### src/adc_host_defs.svh
`ifndef ADC_HOST_DEFS_SVH
`define ADC_HOST_DEFS_SVH

`define CLK_PERIOD_PS        4000
// host-side timing figures in ns, counts derived at 4 ns per cycle
`define T_RDY_MAX_NS         100
`define T_CONV_READ_MAX_NS   2500
`define T_INT_HIGH_MAX_NS    225
`define T_DIS_MAX_NS         95
`define T_WR_RD_MIN_NS       400
`define T_INT_WR_MAX_NS      1300
`define T_RD_DATA1_MAX_NS    320
`define T_INT_DATA_MAX_NS    50
`define T_INT_SA_MAX_NS      270
`define T_NEXT_MIN_NS        500
`define T_WR_PULSE_MIN_NS    500
`define T_WR_PULSE_MAX_NS    50000

// least times round up, longest round down, except T_INT_HIGH_MAX_NS and T_INT_SA_MAX_NS, which round up
`define CYC_UP(ns)   (((ns) * 1000 + `CLK_PERIOD_PS - 1) / `CLK_PERIOD_PS)
`define CYC_DN(ns)   (((ns) * 1000) / `CLK_PERIOD_PS)

`define CNT_W        12

`endif

### src/adc_host_pkg.sv
package adc_host_pkg;
	typedef enum logic [3:0] {
		ST_IDLE,
		ST_RO_SEL,
		ST_RO_WAIT,
		ST_WR_LOW,
		ST_WR_WAIT,
		ST_RD_LOW,
		ST_RD_DATA,
		ST_RELEASE,
		ST_GAP
	} host_state_e;
	typedef logic [7:0] sample_t;
endpackage

### src/adc_host_ctrl.sv
// Functional notes
// - host raises read; done and data release
// - write-read: host lowers select and write
// - write-read: host waits 0.4 us after write rise before read fall
// - host leaves 500 ns between conversions
// - write low 0.5 to 50 us
`timescale 1ns/100ps
`include "adc_host_defs.svh"
module adc_host_ctrl
	import adc_host_pkg::*;
(
	input  wire logic       MCLK_I,
	input  wire logic       RST_I,
	input  wire logic       MODE_I,
	input  wire logic       STANDALONE_I,
	input  wire logic       START_I,
	output logic            BUSY_O,
	output logic            DONE_O,
	output logic            TIMEOUT_O,
	output logic [7:0]      SAMPLE_O,
	output logic            SELECT_N_O,
	output logic            READ_N_O,
	output logic            WRITE_N_O,
	output logic            WRITE_N_OE_O,
	input  wire logic       READY_N_I,
	input  wire logic       CONV_DONE_N_I,
	input  wire logic [7:0] DATA_I,
	output logic            MODE_O
);
	host_state_e       state_q;
	host_state_e       state_d;
	logic              mode_q;
	logic              mode_d;
	logic              sa_q;
	logic              sa_d;
	sample_t           sample_q;
	sample_t           sample_d;
	logic              done_q;
	logic              done_d;
	logic              tmo_q;
	logic              tmo_d;
	logic              load;
	logic [`CNT_W-1:0] load_cnt;
	logic              tdone;
	logic [`CNT_W-1:0] guard_q;
	logic [`CNT_W-1:0] guard_d;

	adc_host_timer u_timer
	(
		.MCLK_I  (MCLK_I),
		.RST_I   (RST_I),
		.load_i  (load),
		.count_i (load_cnt),
		.done_o  (tdone)
	);

	always_comb
	begin
		state_d  = state_q;
		mode_d   = mode_q;
		sa_d     = sa_q;
		sample_d = sample_q;
		done_d   = 1'b0;
		tmo_d    = tmo_q;
		guard_d  = guard_q;
		load     = 1'b0;
		load_cnt = '0;
		if (guard_q != '0)
			guard_d = guard_q - `CNT_W'(1);
		case (state_q)
		ST_IDLE:
			// a start request while busy is never taken
			if (START_I && tdone && guard_q == '0)
			begin
				mode_d = MODE_I;
				sa_d   = STANDALONE_I & MODE_I;
				tmo_d  = 1'b0;
				load   = 1'b1;
				if (MODE_I)
				begin
					state_d  = ST_WR_LOW;
					load_cnt = `CNT_W'(`CYC_UP(`T_WR_PULSE_MIN_NS));
				end
				else
				begin
					state_d  = ST_RO_SEL;
					load_cnt = `CNT_W'(`CYC_DN(`T_RDY_MAX_NS));
				end
			end
		ST_RO_SEL:
			// busy must show within T_RDY_MAX_NS of select and read falling, else the run times out
			if (!READY_N_I)
			begin
				state_d  = ST_RO_WAIT;
				load     = 1'b1;
				load_cnt = `CNT_W'(`CYC_DN(`T_CONV_READ_MAX_NS));
			end
			else if (tdone)
			begin
				tmo_d   = 1'b1;
				state_d = ST_RELEASE;
			end
		ST_RO_WAIT:
			if (!CONV_DONE_N_I)
			begin
				state_d  = ST_RD_DATA;
				load     = 1'b1;
				load_cnt = `CNT_W'(`CYC_DN(`T_INT_DATA_MAX_NS));
			end
			else if (tdone)
			begin
				tmo_d   = 1'b1;
				state_d = ST_RELEASE;
			end
		ST_WR_LOW:
			if (tdone)
			begin
				state_d  = ST_WR_WAIT;
				load     = 1'b1;
				load_cnt = sa_q ? `CNT_W'(`CYC_DN(`T_INT_WR_MAX_NS))
					: `CNT_W'(`CYC_UP(`T_WR_RD_MIN_NS));
				// done may still be low from the last run; blank it
				if (sa_q)
					guard_d = `CNT_W'(`CYC_UP(`T_INT_SA_MAX_NS));
			end
		ST_WR_WAIT:
			if (sa_q)
			begin
				// stand-alone: read tied low, take data on done
				if (!CONV_DONE_N_I && guard_q == '0)
				begin
					state_d  = ST_RD_DATA;
					load     = 1'b1;
					load_cnt = `CNT_W'(`CYC_DN(`T_INT_DATA_MAX_NS));
				end
				else if (tdone)
				begin
					tmo_d   = 1'b1;
					state_d = ST_RELEASE;
				end
			end
			else if (tdone)
			begin
				state_d  = ST_RD_LOW;
				load     = 1'b1;
				load_cnt = !CONV_DONE_N_I
					? `CNT_W'(`CYC_DN(`T_INT_DATA_MAX_NS))
					: `CNT_W'(`CYC_DN(`T_RD_DATA1_MAX_NS));
			end
		ST_RD_LOW:
			if (tdone)
				state_d = ST_RD_DATA;
		ST_RD_DATA:
			if (tdone)
			begin
				sample_d = DATA_I;
				done_d   = 1'b1;
				state_d  = ST_RELEASE;
				load     = 1'b1;
				load_cnt = `CNT_W'(`CYC_UP(`T_INT_HIGH_MAX_NS));
			end
		ST_RELEASE:
			// wait out done recovery before the gap
			if (tdone)
			begin
				state_d  = ST_GAP;
				load     = 1'b1;
				load_cnt = sa_q ? `CNT_W'(`CYC_UP(`T_INT_SA_MAX_NS))
					: `CNT_W'(`CYC_UP(`T_NEXT_MIN_NS));
			end
		ST_GAP:
			if (tdone)
			begin
				state_d = ST_IDLE;
				guard_d = `CNT_W'(`CYC_UP(`T_NEXT_MIN_NS));
			end
		default:
			state_d = ST_IDLE;
		endcase
	end

	always_ff @(posedge MCLK_I)
	begin
		if (RST_I)
		begin
			state_q  <= ST_IDLE;
			mode_q   <= 1'b0;
			sa_q     <= 1'b0;
			sample_q <= '0;
			done_q   <= 1'b0;
			tmo_q    <= 1'b0;
			guard_q  <= '0;
		end
		else
		begin
			state_q  <= state_d;
			mode_q   <= mode_d;
			sa_q     <= sa_d;
			sample_q <= sample_d;
			done_q   <= done_d;
			tmo_q    <= tmo_d;
			guard_q  <= guard_d;
		end
	end

	// pins derive from state_q, sa_q and mode_q only, so they are glitch free after the flops
	assign MODE_O       = mode_q;
	assign SELECT_N_O   = !(state_q inside {ST_RO_SEL, ST_RO_WAIT, ST_WR_LOW,
		ST_WR_WAIT, ST_RD_LOW, ST_RD_DATA});
	// stand-alone read rises with done, so a later read-only start sees a fall
	assign READ_N_O     = !(sa_q
		? (state_q inside {ST_WR_LOW, ST_WR_WAIT, ST_RD_DATA})
		: (state_q inside {ST_RO_SEL, ST_RO_WAIT, ST_RD_LOW,
		ST_RD_DATA}));
	assign WRITE_N_O    = !(state_q == ST_WR_LOW);
	assign WRITE_N_OE_O = mode_q;
	assign BUSY_O       = (state_q != ST_IDLE) || (guard_q != '0);
	assign DONE_O       = done_q;
	assign TIMEOUT_O    = tmo_q;
	assign SAMPLE_O     = sample_q;
endmodule

### src/adc_host_timer.sv
`timescale 1ns/100ps
`include "adc_host_defs.svh"
module adc_host_timer
	import adc_host_pkg::*;
(
	input  wire logic              MCLK_I,
	input  wire logic              RST_I,
	input  wire logic              load_i,
	input  wire logic [`CNT_W-1:0] count_i,
	output logic                   done_o
);
	logic [`CNT_W-1:0] cnt_q;
	logic [`CNT_W-1:0] cnt_d;

	always_comb
	begin
		cnt_d = cnt_q;
		if (load_i)
			cnt_d = count_i;
		else if (cnt_q != '0)
			cnt_d = cnt_q - `CNT_W'(1);
	end

	always_ff @(posedge MCLK_I)
	begin
		if (RST_I)
			cnt_q <= '0;
		else
			cnt_q <= cnt_d;
	end

	// done ignores load so callers may gate load on done without a loop
	assign done_o = (cnt_q == '0);
endmodule

### config.mk
export PLATFORM = sky130hd
export DESIGN_NAME = adc_host_ctrl
export DESIGN_NICKNAME = d
export VERILOG_FILES = /design/src/adc_host_pkg.sv /design/src/adc_host_ctrl.sv /design/src/adc_host_timer.sv
export VERILOG_INCLUDE_DIRS = /design/src /design/src/src
export SDC_FILE = /design/constraint.sdc
export NUM_CORES = 1
export LEC_CHECK = 0
export BUFFER_PORTS_ARGS = -buffer_cell sky130_fd_sc_hd__buf_2
export CAP_MARGIN = 25
export CORE_MARGIN = 8
export CORE_UTILIZATION = 63
export DETAILED_ROUTE_END_ITERATION = 12
export PLACE_DENSITY = 0.87
export REMOVE_ABC_BUFFERS = 1
export SLEW_MARGIN = 15
export SYNTH_ARGS = -nofsm -noshare
export SYNTH_HDL_FRONTEND = slang
export SYNTH_HIERARCHICAL = 1
export SYNTH_SLANG_ARGS = --single-unit
export TNS_END_PERCENT = 10
### constraint.sdc
create_clock -name MCLK_I -period 6.4 [get_ports MCLK_I]
set_input_delay 1.28 -clock MCLK_I [delete_from_list [all_inputs] [get_ports MCLK_I]]
set_output_delay 1.28 -clock MCLK_I [all_outputs]
set_load 0.01 [all_outputs]
* Word-level counts from Yosys, hierarchy flattened
Index checks and enable logic that the tools add are counted.
** Storage, ports and cells
- Bits in registers :: 40
- Input port bits :: 15
- Logic and storage cells :: 104
** Cells by class
- Add/sub/neg operators :: 2
- Eq/ne operators :: 18
- Mux-type cells :: 49
- Bitwise operators :: 2
- Reduce and logical (&&, ||, !) cells :: 25
** Operator list (number)
- two-way mux 12 bit :: 7
- case mux 12 bit (7 select lines) :: 1
- two-way mux 4 bit :: 13
- case mux 4 bit (9 select lines) :: 1
- two-way mux 7 bit :: 5
- logical NOT 12 bit :: 2
- case mux 12 bit (2 select lines) :: 1
- nonzero test 12 bit :: 2
- subtractor 12 x 1 -> 12 bit, second input constant :: 2
- two-way mux 9 bit :: 2
- != test 2 bit, second input constant :: 9
- equality test 4 x 3 -> 1 bit, second input constant :: 4
- two-way mux 1 bit :: 13
- two-way mux 6 bit :: 2
- AND reduction 6 bit :: 2
- nonzero test 4 bit :: 3
- two-way mux 10 bit :: 1
- equality test 4 x 2 -> 1 bit, second input constant :: 2
- nonzero test 6 bit :: 1
- case mux 1 bit (5 select lines) :: 1
- equality test 4 x 1 -> 1 bit, second input constant :: 1
- equality test 4 bit, second input constant :: 1
- logical NOT 1 bit :: 4
- logical NOT 4 bit :: 1
- other kinds (12) :: 15

* Logic depth before layout (Yosys ltp)
- Depth in word-level cells :: 6
- Depth in mapped cells :: 15
- Mapped depth without buffers :: 13

* By module
The synthesis kept the hierarchy.
** Modules (own cells, without submodules)
- adc_host_ctrl :: times used 1, cells each 234, area each 1849.3 um2, sequential area each 560.5 um2
- adc_host_timer :: times used 1, cells each 93, area each 729.4 um2, sequential area each 240.2 um2

* Worst setup path after synthesis
OpenSTA, ideal clock, no wires.
- Path type :: register -> register
- Start :: reg u_timer.cnt_q[0]
- End :: reg u_timer.cnt_q[9]
- Arrival time :: 2.920 ns
- Data required time :: 6.280 ns
- Setup slack :: 3.361 ns
- Cell stages (with the launch flop) :: 15
- Cells stage by stage :: dfxtp_1 > inv_1 > ha_1 > nor3b_1 > nand3_1 > inv_1 > nand2_1 > or2_2 > clkbuf_1 > and3_1 > o21ai_0 > clkbuf_1 > clkbuf_1 > a21oi_1 > o31a_1
** On the way
- Cells in the longest elaborated chain, start to end :: 6
- Elaborated cells between the ends (all ways) :: 12
- Classes of those cells :: add/sub: 1; mux: 6; reduce/logical: 5
** RTL lines
- start: declaration :: line adc_host_timer.sv:12 : logic [`CNT_W-1:0] cnt_q;
- start signal: assignment :: line adc_host_timer.sv:29 : cnt_q <= cnt_d;
- logical NOT 12 bit (*) :: line adc_host_timer.sv:33 : assign done_o = (cnt_q == '0);
- named net tdone :: line adc_host_ctrl.sv:44 : logic tdone;
- logical AND 1 bit (2 in a row) :: line adc_host_ctrl.sv:73 : if (START_I && tdone && guard_q == '0)
- two-way mux 1 bit :: line adc_host_ctrl.sv:73
- case mux 1 bit (5 select lines) (*) :: line adc_host_ctrl.sv:70 : case (state_q)
- named net load :: line adc_host_ctrl.sv:42 : logic load;
- two-way mux 12 bit or nonzero test 2 bit (tied branches)
Mark *: on every way through the listed nets, which the timed path passes. The rest lies on a longest branch. The select of a mux whose other input is x is not followed.
A chain may end at the register's enable or synchronous reset.

* Worst setup path in the final report
- Start :: reg u_timer.cnt_q[0]
- End :: reg u_timer.cnt_q[5]
The elaborated chain is that of the path after synthesis.

==> results.json <==
{
  "number_of_cts_inserted_buffers": 5,
  "groute.layer.met3.usage": 0.0541,
  "antenna_found_initial": 0,
  "grt_use_total": 0.184,
  "groute.layer.met1.usage": 0.225,
  "clk_pin_slew_worst_paths_ns": 0.07,
  "cts_num_sinks": 40,
  "netlist_top_cells_area": "sky130_fd_sc_hd__dfxtp_1 31%, sky130_fd_sc_hd__a21oi_1 6.6%, sky130_fd_sc_hd__nand2_1 5.8%",
  "worst_slew_pin_slew_ns": 0.918,
  "gr-usage-met2": 0.299,
  "routabilityCongestion": 0.865,
  "max_cap_violations": 0,
  "endpoint_of_the_lowest_slack_register_to_register_path": "u_timer/cnt_q[5]$_SDFFE_PP0P_",
  "utilization": 0.698,
  "path_class": "flop to flop",
  "async_flop_share": 0,
  "layout.cells.non_filler": 398,
  "p_leak_nw": 1.07,
  "core_region_area_um2": 3970,
  "worstHoldEndpoint": "SAMPLE_O[7]$_SDFFE_PP0P_",
  "critical-path-top-cell-by-count": "sky130_fd_sc_hd__inv_1",
  "fp.dieArea_um2": 6400,
  "min_path_type": "flop to flop",
  "timing.final.setup_violations": 0,
  "drt-initial-drc-count": 203,
  "run_status": "completed",
  "critical_path.max_stage_delay_ns": 0.54,
  "die_width_um": 80.0,
  "setup_repair_after_global_routing_missed_its_margin": "false",
  "worst_slew_margin_rel": 0.380,
  "endpoint_kind": "flop",
  "route.detailed.vias_per_inst": 6.17,
  "layout-drive-gt1-share": 0.167,
  "synth.ff_latch_count": 40,
  "initial_utilization": 0.649,
  "cp-startpoint": "u_timer/cnt_q[0]$_SDFFE_PP0P_",
  "nNetsFinal": 366,
  "fin_setup_tns_ns": 0,
  "gr-max-usage-layer": "met2",
  "yosys-top-cells-count": "40 x sky130_fd_sc_hd__dfxtp_1, 40 x sky130_fd_sc_hd__nand2_1, 34 x sky130_fd_sc_hd__a21oi_1, 23 x sky130_fd_sc_hd__nor2_1, 22 x sky130_fd_sc_hd__nor3_1",
  "chipHeight_um": 80.0,
  "power-per-cell-area_nw_per_um2": 453,
  "dp_worst_setup_slack_ns": 3.04,
  "fin_worst_skew_ns": 0.00300,
  "tritoncts": "yes",
  "cts.root.buffer_cell": "sky130_fd_sc_hd__clkbuf_8",
  "data_arrival_time_of_the_critical_path_ns": 3.69,
  "slowest_stage": "sky130_fd_sc_hd__nor3b_1",
  "timing.hold.worst.start": "SAMPLE_O[7]$_SDFFE_PP0P_",
  "yosys.area.top_type": "sky130_fd_sc_hd__dfxtp_1",
  "timing.final.crit_share": 0.547,
  "io_buffer_count": 30,
  "netlist-cell-type-count": 60,
  "cp-start-kind": "flop",
  "synthesis.area_per_instance_um2": 7.89,
  "antenna_cells_inserted": 0,
  "timing.final.max_slew_violations": 0,
  "route.antenna.remaining_nets": 0,
  "finalWorstPathRequiredPeriod_ns": 3.50,
  "rr_worst_depth": 12,
  "dp_hpwl_um": 4010,
  "hold_buffers": 0,
  "critical_path.top_delay_family": "simple AND/OR/NAND/NOR gates",
  "cts-root-to-sink-buffers": 2,
  "route.detailed.drc": 0,
  "synth.yosys.warnings": 6,
  "area.growth.synth_to_final_pct": 7.47,
  "total_i_o_pin_count": 31,
  "hold_path_depth": 2,
  "syn-instance-count": 327,
  "yosys_most_used_dff": "sky130_fd_sc_hd__dfxtp_1",
  "placed_cells": 391,
  "synth.top_cell.area_share": 0.311,
  "mappedNetlistArea_um2": 2580,
  "seq_area_frac_synth": 0.311,
  "post_cts_buffers": 0,
  "rows": 23,
  "firstDrtPassIters": 5,
  "grt_first_pass_wirelength_um": 9780,
  "insertion_delay_ns": 0.29,
  "critPathRequiredTime_ns": 6.58,
  "ctsHtreeMaxLevel": 2,
  "globalRoute.totalOverflow": 0,
  "post_cts.resized_instances": 0,
  "number_of_enable_type_register_cells_in_the_synthesized_netlist": 0,
  "ir_worst_vdd_mv": 0.199,
  "fin_ws_ns": 2.90,
  "cp.buffers_inverters": 3,
  "max_clock_freq_mhz": 286,
  "critical_path_peak_fanout": 19,
  "power_mw": 1.26,
  "critical_path.reg2reg.startpoint": "u_timer/cnt_q[0]$_SDFFE_PP0P_",
  "wire_per_inst_um": 14.9,
  "route.final.wire_length_um": 5940,
  "worstPathCellList": "inv_1 -> ha_1 -> nor3b_1 -> nand3_1 -> inv_1 -> nand2_1 -> or2_2 -> and3_1 -> o21ai_1 -> buf_4 -> a21oi_1 -> a221oi_1",
  "via_count": 2456,
  "pin_count_of_the_biggest_net_entering_global_routing": 37,
  "setup.reg_to_reg.worst_slack_ns": 2.90,
  "final-hold-violation-count": 0,
  "grt_pass1_vias": 2212
}
-- stage by stage --
stage,hold WS (ns),area [um2]
4_1_cts,0.458,2770
6_report,0.458,2770
5_1_grt,0.482,2770
3_3_place_gp,0.439,2640
3_5_place_dp,0.446,2640
2_1_floorplan,0.474,2420
-- worst min-delay path, delay by kind of cell, from the launching register on --
kind	cells	cell delay, ns
flip-flops	1	0.31
AND/OR/NAND/NOR	1	0.05
AO/OA/AOI/OAI	1	0.05
-- sequential cells by signal, summed over array words and instances, names as in the netlist --
name	count
state_q	4
sa_q	1
u_timer/cnt_q	12
SAMPLE_O	8
TIMEOUT_O	1
guard_q	12
MODE_O	1
DONE_O	1
-- kinds of logic after synthesis --
| group | count (synthesis) | share of synthesized area |
|---|---|---|
| multiplexers | 6 | 0.0233 |
| XOR/XNOR | 9 | 0.0306 |
| flip-flops | 40 | 0.311 |
| AND/OR/NAND/NOR | 156 | 0.344 |
| AO/OA/AOI/OAI | 73 | 0.183 |
| adder cells (fa/ha/maj) | 3 | 0.0146 |
| buffers and inverters | 39 | 0.0927 |
| other | 1 | 0.00145 |
-- metal layers --
metal  part of all wire  up-vias
li1                   -     1208
met5                  0        -
met1               0.44     1122
met4              0.023        0
met3              0.075       19
met2               0.46      107
-- report_power, final --
| part | switching [mW] | internal [mW] |
|---|---|---|
| sequential | 0.0838 | 0.312 |
| clock | 0.0873 | 0.153 |
| combinational | 0.345 | 0.275 |
| total | 0.516 | 0.740 |
-- cells in the final DEF, fill, tap and decap left out, types with 2 or more instances in the layout --
cell and n:
sky130_fd_sc_hd__nand2b_1 5, sky130_fd_sc_hd__nand4_1 2, sky130_fd_sc_hd__a311oi_1 2, sky130_fd_sc_hd__xnor2_1 7, sky130_fd_sc_hd__or4_4 4, sky130_fd_sc_hd__o21a_1 3
sky130_fd_sc_hd__o31a_1 2, sky130_fd_sc_hd__conb_1 4, sky130_fd_sc_hd__inv_1 19, sky130_fd_sc_hd__ha_1 3, sky130_fd_sc_hd__nand3_1 12, sky130_fd_sc_hd__o21ai_0 8
sky130_fd_sc_hd__nor4_1 9, sky130_fd_sc_hd__a21oi_1 34, sky130_fd_sc_hd__or4_1 2, sky130_fd_sc_hd__mux2i_1 6, sky130_fd_sc_hd__a211oi_1 6, sky130_fd_sc_hd__nor3b_1 3
sky130_fd_sc_hd__buf_2 30, sky130_fd_sc_hd__dfxtp_1 40, sky130_fd_sc_hd__or2_2 2, sky130_fd_sc_hd__nor2_1 23, sky130_fd_sc_hd__or3_1 4, sky130_fd_sc_hd__a221oi_1 4
sky130_fd_sc_hd__nor2b_1 7, sky130_fd_sc_hd__nor3_1 22, sky130_fd_sc_hd__xor2_1 2, sky130_fd_sc_hd__bufinv_16 2, sky130_fd_sc_hd__a31oi_1 3, sky130_fd_sc_hd__nand3b_1 6
sky130_fd_sc_hd__clkbuf_8 5, sky130_fd_sc_hd__nand2_1 40
-- worst max-delay path by stage --
stage | to | slack [ns] | cells after the start
3_5_place_dp | u_timer/cnt_q[6]$_SDFFE_PP0P_ | 3.04 | 13
2_1_floorplan | u_timer/cnt_q[6]$_SDFFE_PP0P_ | 2.81 | 11
3_3_place_gp | u_timer/cnt_q[6]$_SDFFE_PP0P_ | 3.21 | 13
5_1_grt | u_timer/cnt_q[5]$_SDFFE_PP0P_ | 2.65 | 12
6_report | u_timer/cnt_q[5]$_SDFFE_PP0P_ | 2.90 | 12
4_1_cts | u_timer/cnt_q[5]$_SDFFE_PP0P_ | 3.01 | 12
-- cell type report --
class	instances	area, um2
timing repair buffer	31	158
tap	50	62.6
clock inverter	2	60.1
clock buffer	5	68.8
fill	310	1200
multi-input combinational	251	1550
inverter	19	71.3
sequential	40	801
(Power assumes the default switching activity.)
